**src/tlc_pkg.sv**
```systemverilog
// package: register map, field positions and reset values of the limit/alert block
package tlc_pkg;

    // register byte addresses on the wishbone port
    localparam logic [7:0]  TLC_ADR_CFG      = 8'h00;
    localparam logic [7:0]  TLC_ADR_UPPER    = 8'h04;
    localparam logic [7:0]  TLC_ADR_LOWER    = 8'h08;
    localparam logic [7:0]  TLC_ADR_CRIT     = 8'h0C;
    localparam logic [7:0]  TLC_ADR_TEMP     = 8'h10;
    localparam logic [7:0]  TLC_ADR_RES      = 8'h14;

    // configuration field positions
    localparam int unsigned TLC_CFG_MODE     = 0;
    localparam int unsigned TLC_CFG_POL      = 1;
    localparam int unsigned TLC_CFG_CRITONLY = 2;
    localparam int unsigned TLC_CFG_OUTEN    = 3;
    localparam int unsigned TLC_CFG_STS      = 4;
    localparam int unsigned TLC_CFG_CLEAR    = 5;
    localparam int unsigned TLC_CFG_SENSOR_SHUTDOWN     = 8;
    localparam int unsigned TLC_CFG_HYS_LO   = 9;
    localparam int unsigned TLC_CFG_HYS_HI   = 10;

    // temperature reading field positions
    localparam int unsigned TLC_TMP_CRIT     = 15;
    localparam int unsigned TLC_TMP_HIGH     = 14;
    localparam int unsigned TLC_TMP_LOW      = 13;
    localparam int unsigned TLC_TMP_SIGN     = 12;

    // limits keep bits 12..2 only; bits 1..0 are fraction padding
    localparam int unsigned TLC_LIM_LSB      = 2;
    localparam int unsigned TLC_LIM_MSB      = 12;
    localparam int unsigned TLC_NUM_LIM      = 3;

    // values after reset
    localparam logic [10:0] TLC_LIM_RST      = 11'h000;
    localparam logic [12:0] TLC_TEMP_RST     = 13'h0000;
    localparam logic [1:0]  TLC_HYS_RST      = 2'h0;
    localparam logic [1:0]  TLC_RES_RST      = 2'h3;
    localparam logic [31:0] TLC_RDAT_RST     = 32'h0000_0000;

    // hysteresis selector codes and offsets in reading lsbs of 0.0625 degree
    typedef enum logic [1:0] {
        TLC_HYS_OFF = 2'h0,
        TLC_HYS_1P5 = 2'h1,
        TLC_HYS_3   = 2'h2,
        TLC_HYS_6   = 2'h3
    } tlc_hys_t;
    localparam logic [13:0] TLC_HYS_CNT_1P5  = 14'h0018;
    localparam logic [13:0] TLC_HYS_CNT_3    = 14'h0030;
    localparam logic [13:0] TLC_HYS_CNT_6    = 14'h0060;

endpackage : tlc_pkg

```
**src/tlc_alert_core.sv**
```systemverilog
// module: limit registers, temperature formatting and alert pin logic behind wishbone
`timescale 1ns/1ns
module tlc_alert_core
    import tlc_pkg::*;
(
    input  wire logic        clk_i,
    input  wire logic        rst_i,
    input  wire logic [7:0]  wb_adr_i,
    input  wire logic [31:0] wb_dat_i,
    input  wire logic [3:0]  wb_sel_i,
    input  wire logic        wb_we_i,
    input  wire logic        wb_cyc_i,
    input  wire logic        wb_stb_i,
    output logic      [31:0] wb_dat_o,
    output logic             wb_ack_o,
    input  wire logic        sample_valid_i,
    input  wire logic [12:0] sample_data_i,
    output logic             conv_run_o,
    output logic             alert_o,
    output logic             alert_oe_n_o
);

    // limit index order in the limit array
    localparam int unsigned LIM_UP = 0;
    localparam int unsigned LIM_LO = 1;
    localparam int unsigned LIM_CR = 2;
    localparam logic [7:0]  LIM_ADR [TLC_NUM_LIM] = '{TLC_ADR_UPPER, TLC_ADR_LOWER, TLC_ADR_CRIT};

    logic        ack_ff;
    logic [31:0] rdat_ff;
    logic        mode_ff;
    logic        pol_ff;
    logic        crit_only_ff;
    logic        out_en_ff;
    logic        sensor_shutdown_ff;
    logic [1:0]  hys_ff;
    logic [1:0]  res_ff;
    logic [10:0] lim_ff [TLC_NUM_LIM];
    logic [12:0] temp_ff;
    logic        hi_st_ff;
    logic        lo_st_ff;
    logic        crit_st_ff;
    logic        event_ff;
    logic        clr_pend_ff;
    logic        active_ff;
    logic        oe_n_ff;

    logic        wb_req;
    logic        wr_go;
    logic [31:0] rd_word;
    logic        crit_hit;
    logic        hi_hit;
    logic        lo_hit;
    logic        nxt_hi_st;
    logic        nxt_lo_st;
    logic        nxt_crit_st;
    logic        ev_set;
    logic        clr_req;
    logic        alert_level;
    logic [13:0] hyst;

    // limit widened to reading format: two zero fraction bits appended
    function automatic logic [12:0] lim_ext(input logic [10:0] lim);
        return {lim, 2'b00};
    endfunction : lim_ext

    // keep only the bits the selected resolution supports
    function automatic logic [12:0] res_mask(input logic [1:0] res);
        unique case (res)
            2'h0:    return 13'h1FF8;
            2'h1:    return 13'h1FFC;
            2'h2:    return 13'h1FFE;
            default: return 13'h1FFF;
        endcase
    endfunction : res_mask

    // classic wishbone: one wait state, ack drops in the cycle after it was given
    assign wb_req   = wb_cyc_i & wb_stb_i;
    assign wr_go    = wb_req & wb_we_i & ack_ff;
    assign wb_ack_o = ack_ff;
    assign wb_dat_o = rdat_ff;

    always_ff @(posedge clk_i)
    begin
        if (rst_i)
            ack_ff <= 1'b0;
        else
            ack_ff <= wb_req & ~ack_ff;
    end

    // read data captured in the wait state; unmapped offsets read zero
    always_ff @(posedge clk_i)
    begin
        if (rst_i)
            rdat_ff <= TLC_RDAT_RST;
        else if (wb_req & ~ack_ff & ~wb_we_i)
            rdat_ff <= rd_word;
    end

    // configuration fields; the clear bit is an action, never stored
    always_ff @(posedge clk_i)
    begin
        if (rst_i)
        begin
            mode_ff      <= 1'b0;
            pol_ff       <= 1'b0;
            crit_only_ff <= 1'b0;
            out_en_ff    <= 1'b0;
            sensor_shutdown_ff      <= 1'b0;
            hys_ff       <= TLC_HYS_RST;
        end
        else if (wr_go && wb_adr_i == TLC_ADR_CFG)
        begin
            if (wb_sel_i[0])
            begin
                mode_ff      <= wb_dat_i[TLC_CFG_MODE];
                pol_ff       <= wb_dat_i[TLC_CFG_POL];
                crit_only_ff <= wb_dat_i[TLC_CFG_CRITONLY];
                out_en_ff    <= wb_dat_i[TLC_CFG_OUTEN];
            end
            if (wb_sel_i[1])
            begin
                sensor_shutdown_ff <= wb_dat_i[TLC_CFG_SENSOR_SHUTDOWN];
                hys_ff  <= wb_dat_i[TLC_CFG_HYS_HI:TLC_CFG_HYS_LO];
            end
        end
    end

    // resolution selector, steers masking of the reading
    always_ff @(posedge clk_i)
    begin
        if (rst_i)
            res_ff <= TLC_RES_RST;
        else if (wr_go && wb_adr_i == TLC_ADR_RES && wb_sel_i[0])
            res_ff <= wb_dat_i[1:0];
    end

    // limits accept writes at any moment, even in shutdown
    for (genvar g = 0; g < TLC_NUM_LIM; g++)
    begin : g_lim
        always_ff @(posedge clk_i)
        begin
            if (rst_i)
                lim_ff[g] <= TLC_LIM_RST;
            else if (wr_go && wb_adr_i == LIM_ADR[g])
            begin
                if (wb_sel_i[0])
                    lim_ff[g][5:0] <= wb_dat_i[7:TLC_LIM_LSB];
                if (wb_sel_i[1])
                    lim_ff[g][10:6] <= wb_dat_i[TLC_LIM_MSB:8];
            end
        end
    end

    // reading follows the converter only while running
    always_ff @(posedge clk_i)
    begin
        if (rst_i)
            temp_ff <= TLC_TEMP_RST;
        else if (sample_valid_i & ~sensor_shutdown_ff)
            temp_ff <= sample_data_i;
    end

    assign conv_run_o = ~sensor_shutdown_ff;

    // raw comparisons straight from the registers, so limit writes act at once
    assign crit_hit = $signed(temp_ff) >= $signed(lim_ext(lim_ff[LIM_CR]));
    assign hi_hit   = $signed(temp_ff) >  $signed(lim_ext(lim_ff[LIM_UP]));
    assign lo_hit   = $signed(temp_ff) <  $signed(lim_ext(lim_ff[LIM_LO]));

    // hysteresis offset in reading lsbs
    always_comb
    begin
        unique case (tlc_hys_t'(hys_ff))
            TLC_HYS_OFF: hyst = 14'h0000;
            TLC_HYS_1P5: hyst = TLC_HYS_CNT_1P5;
            TLC_HYS_3:   hyst = TLC_HYS_CNT_3;
            TLC_HYS_6:   hyst = TLC_HYS_CNT_6;
        endcase
    end

    // trip states: set on the raw limit, released only past limit minus offset, or limit plus offset for the low limit;
    // widened to 14 bits so the offset can not wrap near the range ends
    always_comb
    begin
        logic signed [13:0] t14;
        logic signed [13:0] hi_rel;
        logic signed [13:0] lo_rel;
        logic signed [13:0] cr_rel;
        t14    = {temp_ff[12], temp_ff};
        hi_rel = $signed({lim_ff[LIM_UP][10], lim_ff[LIM_UP], 2'b00}) - $signed(hyst);
        lo_rel = $signed({lim_ff[LIM_LO][10], lim_ff[LIM_LO], 2'b00}) + $signed(hyst);
        cr_rel = $signed({lim_ff[LIM_CR][10], lim_ff[LIM_CR], 2'b00}) - $signed(hyst);
        nxt_hi_st   = hi_hit   | (hi_st_ff   & (t14 >  hi_rel));
        nxt_lo_st   = lo_hit   | (lo_st_ff   & (t14 <  lo_rel));
        nxt_crit_st = crit_hit | (crit_st_ff & (t14 >= cr_rel));
    end

    // trip states freeze during shutdown so the alert keeps its last level
    always_ff @(posedge clk_i)
    begin
        if (rst_i)
        begin
            hi_st_ff   <= 1'b0;
            lo_st_ff   <= 1'b0;
            crit_st_ff <= 1'b0;
        end
        else if (!sensor_shutdown_ff)
        begin
            hi_st_ff   <= nxt_hi_st;
            lo_st_ff   <= nxt_lo_st;
            crit_st_ff <= nxt_crit_st;
        end
    end

    // any crossing, in or out, of an enabled upper or lower limit records an event; the critical limit only on the way in
    assign ev_set  = mode_ff & ~sensor_shutdown_ff &
                     ((~crit_only_ff & ((nxt_hi_st ^ hi_st_ff) | (nxt_lo_st ^ lo_st_ff))) |
                      (nxt_crit_st & ~crit_st_ff));
    assign clr_req = wr_go & (wb_adr_i == TLC_ADR_CFG) & wb_sel_i[0] &
                     wb_dat_i[TLC_CFG_CLEAR] & mode_ff;

    // recorded event: a new crossing wins over a clear in the same cycle
    always_ff @(posedge clk_i)
    begin
        if (rst_i)
            event_ff <= 1'b0;
        else if (ev_set)
            event_ff <= 1'b1;
        else if ((clr_req | clr_pend_ff) & ~crit_st_ff)
            event_ff <= 1'b0;
    end

    // clear taken above critical is acknowledged and held until temperature falls
    always_ff @(posedge clk_i)
    begin
        if (rst_i)
            clr_pend_ff <= 1'b0;
        else if (!mode_ff || !crit_st_ff)
            clr_pend_ff <= 1'b0;
        else if (clr_req)
            clr_pend_ff <= 1'b1;
    end

    // alert level per mode; critical state alone keeps it up in interrupt mode
    always_comb
    begin
        if (mode_ff)
            alert_level = event_ff | crit_st_ff;
        else if (crit_only_ff)
            alert_level = crit_st_ff;
        else
            alert_level = hi_st_ff | lo_st_ff | crit_st_ff;
    end

    // open-drain pin: pulled low when asserted active-low or idle active-high;
    // a disabled output with active-high polarity is therefore held grounded
    always_ff @(posedge clk_i)
    begin
        if (rst_i)
        begin
            active_ff <= 1'b0;
            oe_n_ff   <= 1'b1;
        end
        else
        begin
            active_ff <= out_en_ff & alert_level;
            oe_n_ff   <= ~(pol_ff ^ (out_en_ff & alert_level));
        end
    end

    assign alert_o      = 1'b0;         // open drain only ever pulls low
    assign alert_oe_n_o = oe_n_ff;

    // register read mux; reserved bits read zero
    always_comb
    begin
        rd_word = 32'h0000_0000;
        unique case (wb_adr_i)
            TLC_ADR_CFG:
            begin
                rd_word[TLC_CFG_MODE]                 = mode_ff;
                rd_word[TLC_CFG_POL]                  = pol_ff;
                rd_word[TLC_CFG_CRITONLY]             = crit_only_ff;
                rd_word[TLC_CFG_OUTEN]                = out_en_ff;
                rd_word[TLC_CFG_STS]                  = active_ff;
                rd_word[TLC_CFG_SENSOR_SHUTDOWN]                 = sensor_shutdown_ff;
                rd_word[TLC_CFG_HYS_HI:TLC_CFG_HYS_LO] = hys_ff;
            end
            TLC_ADR_UPPER: rd_word[12:0] = lim_ext(lim_ff[LIM_UP]);
            TLC_ADR_LOWER: rd_word[12:0] = lim_ext(lim_ff[LIM_LO]);
            TLC_ADR_CRIT:  rd_word[12:0] = lim_ext(lim_ff[LIM_CR]);
            TLC_ADR_TEMP:
            begin
                rd_word[TLC_TMP_CRIT] = crit_hit;
                rd_word[TLC_TMP_HIGH] = hi_hit;
                rd_word[TLC_TMP_LOW]  = lo_hit;
                rd_word[12:0]         = temp_ff & res_mask(res_ff);
            end
            TLC_ADR_RES:   rd_word[1:0] = res_ff;
            default:       rd_word = 32'h0000_0000;
        endcase
    end
endmodule : tlc_alert_core

```
**config.mk**
```make
export PLATFORM = sky130hd
export DESIGN_NAME = tlc_alert_core
export DESIGN_NICKNAME = d
export VERILOG_FILES = /design/src/tlc_pkg.sv /design/src/tlc_alert_core.sv
export SDC_FILE = /design/constraint.sdc
export NUM_CORES = 1
export LEC_CHECK = 0
export ABC_AREA = 1
export BUFFER_PORTS_ARGS = -buffer_cell sky130_fd_sc_hd__buf_2
export CAP_MARGIN = 20
export CORE_ASPECT_RATIO = 1.1
export CORE_MARGIN = 10
export CORE_UTILIZATION = 58
export DETAILED_ROUTE_END_ITERATION = 16
export HOLD_SLACK_MARGIN = 0.12
export PLACE_DENSITY_LB_ADDON = 0.1
export SYNTH_ARGS = -nofsm -noshare
export SYNTH_HDL_FRONTEND = slang
export SYNTH_SLANG_ARGS = --single-unit
```
**constraint.sdc**
```tcl
create_clock -name clk_i -period 3.8 [get_ports clk_i]
set_input_delay 0.76 -clock clk_i [delete_from_list [all_inputs] [get_ports clk_i]]
set_output_delay 0.76 -clock clk_i [all_outputs]
set_load 0.1 [all_outputs]
```
After elaboration in Yosys (flattened, before gate mapping)
Memories as Yosys holds them, arrays and structs flattened.
Index checks and enable logic that the tools add are counted.
{"block": "classes", "magnitude_cmp": 6, "bitwise_logic": 44, "n_mux": 41, "n_addsub": 3, "eq_ne": 10, "n_reduce_logical": 16}
{"operator": "$pmux 14 s4", "count": 1}
{"operator": "$pmux 3 s5", "count": 2}
{"operator": "$sub 13x14->14", "count": 2}
{"operator": "$mux 1", "count": 26}
{"operator": "$and 1x1->1", "count": 19}
{"operator": "$mux 6", "count": 3}
{"operator": "$eq 8x4->1 const B", "count": 2}
{"operator": "$eq 8x5->1 const B", "count": 2}
{"operator": "$mux 5", "count": 3}
{"operator": "$or 1x1->1", "count": 15}
{"operator": "$add 13x14->14", "count": 1}
{"operator": "$ge 13x14->1", "count": 1}
{"operator": "$gt 13x14->1", "count": 1}
{"operator": "$lt 13x14->1", "count": 1}
{"operator": "$and 13x13->13", "count": 1}
{"operator": "$ge 13x13->1", "count": 1}
{"operator": "$gt 13x13->1", "count": 1}
{"operator": "$lt 13x13->1", "count": 1}
{"operator": "$mux 13", "count": 1}
{"operator": "$pmux 3 s4", "count": 1}
{"operator": "$pmux 3 s3", "count": 1}
{"operator": "$eq 8x3->1 const B", "count": 1}
{"operator": "$logic_not 8->1", "count": 1}
{"operator": "$pmux 2 s4", "count": 1}
{"operator": "13 further kinds", "count": 31}
{"block": "totals", "mem_count": 1, "regBits": 46, "elab_cells": 138, "in_bits": 63, "output_inout_bits": 36, "ram_bits": 33}
{"memory": "lim_ff", "words": 3, "width": 11, "rd": 3, "rd_ports_with_merged_regs": 0, "write_ports": 3, "line": "tlc_alert_core.sv:38", "text": "logic [10:0] lim_ff [TLC_NUM_LIM];"}

Logic depth before layout (Yosys ltp)
Gate-level depths: netlist of the first run.
{"block": "logic_depth", "depth_word": 12, "depth_mapped": 29}

Least setup slack after synthesis of the first run
OpenSTA, ideal clock, no wires.
{"block": "synth_path", "path_kind": "flip-flop to flip-flop", "startpoint": "reg hys_ff[0]", "endpoint": "reg event_ff", "slack_ns": 0.489, "period_less_slack_ns": 3.311, "arrival_time_ns": 3.180, "stages_incl_launch_ff": 26, "required_ns": 3.669, "cell_sequence": "dfxtp_1 > inv_1 > ha_1 > fa_1 > nand2_1 > a21boi_0 > nor3_1 > nand3_1 > o21ai_0 > inv_1 > ha_1 > nand2_2 > nor2_2 > nand2_2 > nor2_4 > nand2_2 > nand4_1 > nand3_2 > nand2_2 > nand2_1 > nand2_1 > nand2_1 > nand2_1 > nand2_1 > nand2_1 > a21oi_2"}
{"block": "synth_between", "elab_chain_len": 12}
{"element": "start, declared", "line": "tlc_alert_core.sv:36", "text": "logic [1:0] hys_ff;"}
{"element": "start signal, assigned", "line": "tlc_alert_core.sv:124", "text": "hys_ff <= wb_dat_i[TLC_CFG_HYS_HI:TLC_CFG_HYS_LO];"}
{"element": "$eq 2x2->1 (tied with other cells)", "line": "tlc_alert_core.sv:174", "text": "unique case (tlc_hys_t'(hys_ff))"}
{"element": "$pmux 14 s4 (*)", "line": "tlc_alert_core.sv:174"}
{"element": "$sub 13x14->14 / $add 13x14->14 (equally long branches)", "line": "tlc_alert_core.sv:191, tlc_alert_core.sv:192"}
{"element": "$gt 13x14->1 / $lt 13x14->1 (equally long branches)", "line": "tlc_alert_core.sv:194, tlc_alert_core.sv:195"}
{"element": "$and 1x1->1 (on tied branches)", "line": "tlc_alert_core.sv:194, tlc_alert_core.sv:195"}
{"element": "$or 1x1->1 (on tied branches)", "line": "tlc_alert_core.sv:194, tlc_alert_core.sv:195"}
{"element": "$xor 1x1->1", "line": "tlc_alert_core.sv:218", "text": "((~crit_only_ff & ((nxt_hi_st ^ hi_st_ff) | (nxt_lo_st ^ lo_st_ff))) |"}
{"element": "$or 1x1->1", "line": "tlc_alert_core.sv:218"}
{"element": "$and 1x1->1", "line": "tlc_alert_core.sv:218"}
{"element": "$or 1x1->1 (*)", "line": "tlc_alert_core.sv:218"}
{"element": "$and 1x1->1 (*)", "line": "tlc_alert_core.sv:217", "text": "assign ev_set = mode_ff & ~sensor_shutdown_ff &"}
{"element": "$mux 1 / $reduce_bool 2->1 (equally long branches)"}
{"element": "end signal, assigned", "line": "tlc_alert_core.sv:227", "text": "event_ff <= 1'b0;"}
{"element": "end signal, assigned", "line": "tlc_alert_core.sv:229", "text": "event_ff <= 1'b1;"}
{"element": "end signal, assigned", "line": "tlc_alert_core.sv:231", "text": "event_ff <= 1'b0;"}
{"element": "end, declared", "line": "tlc_alert_core.sv:43", "text": "logic event_ff;"}
Mark *: on every way between the ends. The rest lies on a longest branch, timed or not. The select of a mux whose other input is x is not followed.
A chain may end at the register's enable or synchronous reset.

Final worst setup path of the first run
Ends and elaborated chain as after synthesis.

==> results.md, run 1 <==
* Total Routing Usage GR at 0.235
* Synth area leader: ha_1
* Fraction of power consumed by sequential logic at 0.457
* Leak at 3.34 nW
* DIE AREA at 14700 µm²
* Sequential share of the synthesized area at 0.322
* Mean Syn Cell Area at 7.67 µm²
* Core box area at 9940 µm²
* WL per Instance at 17.7 µm
* Drt initial violations at 438
* Sw power at 0.694 mW
* Worst-Skew Late Latency at 0.37 ns
* Post-synth top area share at 0.169
* Final Max Slew Viols at 0
* CTS clk-pin slew, worst paths at 0.09 ns
* Area of the multi-input gates at 3620 µm²
* Synth Instances at 773
* Max_cap viols at 0
* Crit start category: flip-flop
* Relative slew slack at 0.376
* Most common cell in the netlist: nand2_1
* Hold buffers post-CTS at 0
* Sw Share at 0.332
* H-tree levels at 3
* Port Buffers at 60
* CTS tree: yes
* EDFF count, synth at 33
* Synthesized area at 5930 µm²
* Post-route cell area at 6820 µm²
* Clock power frac at 0.308
* Clock Path Buffers at 2
* Worst path most repeated cell: nand2_1
* R2R cell count at 29
* Post-Route WL at 17300 µm
* Synth Warn # at 0
* Non-filler cells in the finished layout at 975
* Clk root buf: clkbuf_8
* Reg area at 1920 µm²
* Placed Cells at 954
* Total number of vias at 5535
* Max FO, Critical Path at 4
* Predominant post-synthesis flop cell: dfxtp_1
* Hold EP: wb_dat_o[13]
* Main area contributors after synthesis: ha_1, edfxtp_1, dfxtp_1
* Clock skew at 0.0104 ns
* Worst vdd ir at 0.000239 V
* Asr flop ratio synth at 0
* WHS Path Cells at 2
* CP Capture Type: flip-flop
* Yosys cell types at 42
* CP Class: flip-flop to flip-flop
* Tcrit/Tclk final at 0.943
* Slowest cell on crit path: dfxtp_4
* Vias per cell at 5.68
* I/O pin count at 99
* Actual slew at the worst max-slew pin at 0.926 ns
* Row Count at 38
* Num Clock Sinks at 79
* Post-place instance area at 6370 µm²
* Run status: finished clean
* Worst R2R End: event_ff
* DRC Markers at 0
* Die width at 116 µm
* Worst R2R Setup Slack at 0.22 ns
* Hold/Removal Path Class: flip-flop to flip-flop
* Antenna Nets Post-Route at 0
* Die Y at 126 µm
* Final Hold Fails at 0
* CP delay by family, top: simple AND/OR/NAND/NOR gates
* Initial antenna violation count at 0
* Internal at 1.40 mW
* HPWL after detailed placement at 13600 µm
* Drt pass-1 iters at 7
* Buf/Inv on CP at 3
* Synth-to-Final Area Change at 15.0%
* Largest net degree at the start of global routing at 26
* Comb pwr share at 0.235
* Final nets at 996
* Seq cells post-synth at 79
* Pre-CTS setup slack at -0.114 ns
* Layout cell share with drive strength beyond 1 at 0.182
* Antenna Cells at 0
* Final setup fails at 0
* Worst r2r src: hys_ff[0]
* Achievable Freq at 279 MHz
* Initial Util at 0.597
* Fillers at 853
* GPL Wtd Cong at 0.970
* Post-layout min period at 3.58 ns
* PwrDens at 307 nW/µm²
* Top post-synthesis cells by count: nand2_1, inv_1, ha_1, a21oi_1, nor2_1
* Critical Path RT at 4.04 ns
* Fin Hold WS at 0.467 ns
* Util after Layout at 0.686
* Critical Path AT at 3.82 ns
* CTS Buf Count at 9
* Hold_sp: wb_dat_o[13]
* CP peak stage delay at 0.39 ns
* First-pass GRT wire length at 27000 µm
* Final WS setup at 0.217 ns
* Vias in the first global route at 5466
* Overflow after GRT at 0
-- flip-flops by register name, summed over array words and instances, names as in the netlist --
signal and count:
active_ff 1, alert_oe_n_o 1, clr_pend_ff 1, crit_only_ff 1
crit_st_ff 1, event_ff 1, hi_st_ff 1, hys_ff 2
lim_ff 33, lo_st_ff 1, mode_ff 1, out_en_ff 1
pol_ff 1, res_ff 2, sensor_shutdown_ff 1, temp_ff 13
wb_ack_o 1, wb_dat_o 16
-- power groups by stage --
stage	Combinational (mW)	Clock [mW]	Sequential [mW]
floorplan	0.349	0	0.980
global placement	0.446	0	0.970
detailed placement	0.464	0	0.971
CTS	0.466	0.643	0.952
global route	0.547	0.681	0.958
finish	0.492	0.643	0.955
-- layer usage --
metal,track usage,routed length [µm],vias to the layer above
li1,-,-,2702
met1,0.285,7050,2559
met2,0.384,8340,235
met3,0.0546,1370,39
met4,0.103,530,0
met5,0,0,-
-- timing repair --
action / 4_1_cts / 5_1_grt
pin swaps: 0 / 19
buffers inserted: 0 / 5
gates resized for setup: 3 / 47
setup endpoints to repair: 1 / 3
-- stage by stage --
stage               TNS (ns)  power, mW
floorplan                  0       1.33
global placement           0       1.42
detailed placement    -0.114       1.44
CTS                        0       2.06
global route         -0.0644       2.19
finish                     0       2.09
-- cells by family (layout without fill, tap and decap cells) --
| group | after synthesis | count (layout) | share of synthesized area |
|---|---|---|---|
| AO/OA/AOI/OAI | 165 | 165 | 0.155 |
| other | 1 | 17 | 0.000632 |
| AND/OR/NAND/NOR | 265 | 265 | 0.199 |
| buffers and inverters | 158 | 224 | 0.111 |
| XOR/XNOR | 22 | 22 | 0.0325 |
| adder cells (fa/ha/maj) | 83 | 83 | 0.179 |
| flip-flops | 79 | 79 | 0.322 |
-- cells in the final DEF (no fill, tap or decap), drive strengths merged, types with 14 or more instances in the layout --
cell type and instances:
a21oi 72, buf 79, clkbuf 14, conb 17, dfxtp 46, edfxtp 33, ha 80, inv 128
nand2 133, nand3 32, nor2 74, o21ai 53, o22ai 15, xor2 19
-- how the worst max path moves through the flow --
stage,startpoint,slack (ns),to,cells after the start
after floorplan,hys_ff[0],0.49,event_ff,25
after global placement,hys_ff[0],0.01,event_ff,29
after detailed placement,hys_ff[0],-0.11,event_ff,28
after CTS,hys_ff[0],0.02,event_ff,28
after global routing,hys_ff[0],-0.06,event_ff,29
final,hys_ff[0],0.22,event_ff,29
-- layout make-up --
type                       instances  area share
multi-input combinational        552       0.531
sequential                        79       0.281
inverter                         129      0.0710
timing repair buffer              79      0.0650
clock buffer                      14      0.0284
tap                              120      0.0220
clock inverter                     2     0.00147
-- worst reg2reg max path, delay by kind of cell (launching register included) --
| kind | cells | cell delay (ns) |
|---|---|---|
| AO/OA/AOI/OAI | 3 | 0.34 |
| XOR/XNOR | 1 | 0.18 |
| adder cells (fa/ha/maj) | 3 | 0.73 |
| buffers and inverters | 3 | 0.18 |
| flip-flops | 1 | 0.39 |
| AND/OR/NAND/NOR | 19 | 1.65 |
No activity file was read; power rests on OpenSTA's default activity.
==> run 2: changes to the inputs <==
--- a/config.mk
+++ b/config.mk
@@ -13,6 +13,7 @@
 export CORE_UTILIZATION = 58
 export DETAILED_ROUTE_END_ITERATION = 16
 export HOLD_SLACK_MARGIN = 0.12
+export MAX_ROUTING_LAYER = met4
 export PLACE_DENSITY_LB_ADDON = 0.1
 export SYNTH_ARGS = -nofsm -noshare
 export SYNTH_HDL_FRONTEND = slang
==> results.md, run 2 (synthesis gave the netlist of run 1 again) <==
* Worst vdd ir at 0.000206 V (-14%)
* Actual slew at the worst max-slew pin at 0.897 ns (-0.0295 ns)
* GPL Wtd Cong at 0.955 (-1.5%)
* DIE AREA at 14700 µm² (unchanged)
* WL per Instance at 17.6 µm (-0.93%)
* HPWL after detailed placement at 13900 µm (+1.8%)
* Final Hold Fails at 0 (unchanged)
* Fin Hold WS at 0.467 ns (+0.000523 ns)
* Total number of vias at 5491 (-0.79%)
* Fillers at 863 (+1.2%)
* Critical Path AT at 3.81 ns (about the same)
* Hold_sp: wb_dat_o[11]
* Worst R2R End: event_ff
* Clock skew at 0.0145 ns (+0.00404 ns)
* Worst R2R Setup Slack at 0.24 ns (+0.02 ns)
* Final nets at 997 (+0.10%)
* Die Y at 126 µm (unchanged)
* Slowest cell on crit path: dfxtp_4
* Initial Util at 0.597 (unchanged)
* Total Routing Usage GR at 0.239 (+0.00462)
* Post-layout min period at 3.56 ns (-0.0199 ns)
* Achievable Freq at 281 MHz (+0.56%)
* R2R cell count at 30 (+3.4%)
* PwrDens at 305 nW/µm² (-0.49%)
* Most common cell after layout, fill and taps aside: inv_1
* Max reg flops at 33 (unchanged)
* Relative slew slack at 0.396 (+0.0199)
* Antenna Cells at 0 (unchanged)
* Crit start category: flip-flop
* CTS tree: yes
* Final setup fails at 0 (unchanged)
* Critical Path RT at 4.04 ns (about the same)
* Final Max Slew Viols at 0 (unchanged)
* I/O pin count at 99 (unchanged)
* DRC Markers at 0 (unchanged)
* Initial antenna violation count at 0 (unchanged)
* Drt initial violations at 443 (+1.1%)
* Row Count at 38 (unchanged)
* CP Class: flip-flop to flip-flop
* First-pass GRT wire length at 26700 µm (-1.1%)
* Port Buffers at 60 (unchanged)
* Worst-Skew Late Latency at 0.38 ns (about the same)
* Max FO, Critical Path at 4 (unchanged)
* Post-Route WL at 17100 µm (-0.83%)
* Vias in the first global route at 5525 (+1.1%)
* Most flops, register: lim_ff
* Tcrit/Tclk final at 0.938 (-0.00525)
* Layout cell share with drive strength beyond 1 at 0.175 (-0.00722)
* Core box area at 9940 µm² (unchanged)
* CP Capture Type: flip-flop
* Clk root buf: clkbuf_8
* Clock Path Buffers at 2 (unchanged)
* Vias per cell at 5.63 (-0.90%)
* Drt pass-1 iters at 7 (unchanged)
* Largest net degree at the start of global routing at 28 (+7.7%)
* CTS clk-pin slew, worst paths at 0.08 ns (about the same)
* Hold/Removal Path Class: flip-flop to flip-flop
* CP peak stage delay at 0.38 ns (about the same)
* Antenna Nets Post-Route at 0 (unchanged)
* Worst r2r src: hys_ff[0]
* H-tree levels at 3 (unchanged)
* Leak at 3.32 nW (-0.60%)
* Overflow after GRT at 0 (unchanged)
* WHS Path Cells at 2 (unchanged)
* Hold EP: wb_dat_o[11]
* Commonest cells after routing, fill and taps aside: inv_1, nand2_1, ha_1
* Pwr Total at 2.07 mW (-1.1%)
* CTS Buf Count at 9 (unchanged)
* Max_cap viols at 0 (unchanged)
* Worst path most repeated cell: nand2_1
* Synth-to-Final Area Change at 14.3%
* Run status: finished clean
* Num Clock Sinks at 79 (unchanged)
* Die width at 116 µm (unchanged)
-- run 2: cell types whose count changed in the layout (fill, tap and decap cells not counted), moves of 2 or more --
cell	previous run	this run
o21ai_0	42	44
nor2_4	7	5
clkbuf_8	12	9
a21oi_1	65	67
nand2_2	11	13
clkinv_1	1	3
nand3_2	6	4
nand3_1	25	27
-- run 2: timing repair --
action,CTS,global route
setup buffers,0,4
hold buffers,0,0
endpoints found under the setup margin,1,2
gates resized for setup,3,36
pin swaps,0,11
-- run 2: worst max-delay path, delay by kind of cell (launching register included) --
kind	cells	cell delay [ns]
buffers and inverters	4	0.32
AND/OR/NAND/NOR	19	1.53
AO/OA/AOI/OAI	3	0.29
flip-flops	1	0.38
adder cells (fa/ha/maj)	3	0.71
XOR/XNOR	1	0.19
-- run 2: cell type report --
type                            instances  area (µm²)  area share
Clock inverter                          7        63.8     0.00942
Timing Repair Buffer                   80         450      0.0665
Sequential cell                        79        1920       0.283
Tap cell                              120         150      0.0222
Multi-Input combinational cell        552        3580       0.529
Inverter                              129         484      0.0715
Clock buffer                            9         124      0.0183
-- run 2: worst max-delay path by stage --
stage,start,end,cells after the start
after floorplan,hys_ff[0],event_ff,25
after global placement,hys_ff[0],event_ff,28
after detailed placement,hys_ff[0],event_ff,28
after CTS,hys_ff[0],event_ff,29
after global routing,hys_ff[0],event_ff,30
final,hys_ff[0],event_ff,30
-- run 2: stage by stage --
stage	util	setup slack, ns	TNS, ns	std cells	instance area (µm²)
floorplan	-	0.489	0	789	5990
global placement	0.643	0.0604	0	956	6380
detailed placement	0.643	-0.0764	-0.0764	956	6380
CTS	0.663	0.0451	0	972	6580
global route	0.682	-0.0219	-0.0219	976	6780
finish	0.682	0.237	0	976	6780
-- run 2: power by group --
group / switching [mW] / total [mW] / internal (mW)
Clock: 0.332 / 0.630 / 0.298
Sequential: 0.0442 / 0.953 / 0.909
Combinational: 0.332 / 0.483 / 0.151
-- run 2: routing by layer --
layer,vias to the layer above,global-route usage,share of wire
met5,-,-,0
met4,0,0.0766,0.023
met3,28,0.0446,0.056
met2,187,0.388,0.49
met1,2577,0.293,0.43
li1,2699,-,-
==> run 3: changes to the inputs <==
--- a/config.mk
+++ b/config.mk
@@ -8,9 +8,11 @@
 export ABC_AREA = 1
 export BUFFER_PORTS_ARGS = -buffer_cell sky130_fd_sc_hd__buf_2
 export CAP_MARGIN = 20
+export CELL_PAD_IN_SITES_DETAIL_PLACEMENT = 1
+export CELL_PAD_IN_SITES_GLOBAL_PLACEMENT = 2
 export CORE_ASPECT_RATIO = 1.1
 export CORE_MARGIN = 10
-export CORE_UTILIZATION = 58
+export CORE_UTILIZATION = 33
 export DETAILED_ROUTE_END_ITERATION = 16
 export HOLD_SLACK_MARGIN = 0.12
 export MAX_ROUTING_LAYER = met4
==> results.md, run 3 (synthesis gave the netlist of run 1 again) <==
* Critical Path RT at 4.02 ns (-0.02 ns)
* WL per Instance at 18.8 µm (+6.8%)
* CTS clk-pin slew, worst paths at 0.06 ns (-0.02 ns)
* Initial Util at 0.335 (-0.261)
* CP Capture Type: flip-flop
* Most common cell after layout, fill and taps aside: inv_1
* CP peak stage delay at 0.38 ns (about the same)
* Synth-to-Final Area Change at 20.6%
* Final Max Slew Viols at 0 (unchanged)
* I/O pin count at 99 (unchanged)
* Leak at 3.43 nW (+3.1%)
* Hold/Removal Path Class: flip-flop to flip-flop
* Post-layout min period at 3.54 ns (-0.0270 ns)
* Buf/Inv on CP at 3 (-1)
* Total Routing Usage GR at 0.179 (-0.0601)
* DRC Markers at 0 (unchanged)
* Drt pass-1 iters at 4 (-3)
* Vias per cell at 4.98 (-11%)
* Final nets at 1009 (+1.2%)
* Post-Route WL at 20700 µm (+21%)
* CP delay by family, top: simple AND/OR/NAND/NOR gates
* GPL Wtd Cong at 0.866 (-9.4%)
* Tcrit/Tclk final at 0.931 (-0.00711)
* Port Buffers at 60 (unchanged)
* Max reg flops at 33 (unchanged)
* CTS Buf Count at 9 (unchanged)
* Fillers at 2222 (+160%)
* Layout cell share with drive strength beyond 1 at 0.198 (+0.0229)
* Drt initial violations at 161 (-64%)
* Non-filler cells in the finished layout at 1106 (+13%)
* Num Clock Sinks at 79 (unchanged)
* Row Count at 51 (+34%)
* Placed Cells at 1086 (+14%)
* Antenna Cells at 0 (unchanged)
* Die width at 148 µm (+27%)
* Worst-Skew Late Latency at 0.35 ns (-0.03 ns)
* Critical Path AT at 3.75 ns (-0.06 ns)
* Total number of vias at 5510 (+0.35%)
* Max_cap viols at 0 (unchanged)
* First-pass GRT wire length at 32400 µm (+21%)
* Hold buffers post-CTS at 0 (unchanged)
* Clock Path Buffers at 2 (unchanged)
* Vias in the first global route at 6068 (+9.8%)
* Achievable Freq at 283 MHz (+0.76%)
* Final Hold Fails at 0 (unchanged)
* Clk root buf: clkbuf_16
* Relative slew slack at 0.384 (-0.0119)
* Core box area at 17700 µm² (+78%)
* Run status: finished clean
* Max FO, Critical Path at 3 (-1)
* Initial antenna violation count at 0 (unchanged)
* CTS tree: yes
* Largest net degree at the start of global routing at 26 (-7.1%)
* Slowest cell on crit path: dfxtp_4
* Worst vdd ir at 0.000239 V (+16%)
* Final WS setup at 0.264 ns (+0.0270 ns)
* Commonest cells after routing, fill and taps aside: inv_1, nand2_1, ha_1
* Final setup fails at 0 (unchanged)
* Actual slew at the worst max-slew pin at 0.914 ns (+0.0177 ns)
* Most flops, register: lim_ff
* Die Y at 161 µm (+27%)
* Pre-CTS setup slack at -0.190 ns (-0.114 ns)
* Worst path most repeated cell: nand2_1
* Clock skew at 0.00836 ns (-0.00611 ns)
* Overflow after GRT at 0 (unchanged)
* Crit start category: flip-flop
* PwrDens at 326 nW/µm² (+6.7%)
* DIE AREA at 23700 µm² (+62%)
* Pwr Total at 2.33 mW (+13%)
* CP Class: flip-flop to flip-flop
* H-tree levels at 3 (unchanged)
* Antenna Nets Post-Route at 0 (unchanged)
* HPWL after detailed placement at 17200 µm (+24%)
run 3: per-stage QoR:
| step | setup TNS (ns) | utilization | hold WS [ns] | area [µm²] |
|---|---|---|---|---|
| floorplan | 0 | - | 0.457 | 5990 |
| global placement | -0.114 | 0.375 | 0.451 | 6620 |
| detailed placement | -0.190 | 0.375 | 0.459 | 6620 |
| CTS | 0 | 0.395 | 0.468 | 6980 |
| global route | -0.0248 | 0.405 | 0.488 | 7150 |
| finish | 0 | 0.405 | 0.466 | 7150 |
run 3: where the power goes:
part / internal [mW] / switching [mW]
sequential: 0.911 / 0.0475
combinational: 0.157 / 0.346
clock: 0.507 / 0.360
run 3: layout make-up:
cell class	instances	area [µm²]	area share
clock buffers	10	229	0.0320
inverters	129	487	0.0681
multi-input cells	552	3610	0.506
clock inverters	6	61.3	0.00857
repair buffers	92	544	0.0761
flip-flops and latches	79	1920	0.268
well taps	238	298	0.0416
run 3: final timing paths:
kind                             startpoint     endpoint  slack, ns  cells past startpoint
worst max-delay path              hys_ff[0]     event_ff       0.26                     27
worst min-delay path            wb_dat_o[7]  wb_dat_o[7]       0.47                      2
worst max register to register    hys_ff[0]     event_ff       0.26                     27
worst min register to register  wb_dat_o[7]  wb_dat_o[7]       0.47                      2
run 3: per-layer routing:
layer	wire length, µm	up-vias	global-route usage
met5	0	-	-
met4	333	0	0.0424
met3	386	24	0.0208
met2	10500	81	0.312
met1	9540	2681	0.216
li1	-	2724	-
run 3: worst register-to-register path, delay by kind of cell (launching register included):
kind	cells	cell delay [ns]
simple gates	17	1.48
fa+ha+maj	4	0.95
flops	1	0.38
buf+inv	3	0.34
compound gates	2	0.14
xor+xnor	1	0.13
run 3: what timing repair did:
action / in CTS / in global routing
resized for setup: 10 / 41
pin swaps: 1 / 23
setup endpoints to repair: 1 / 3
buffers inserted: 1 / 3
gates cloned: 0 / 0
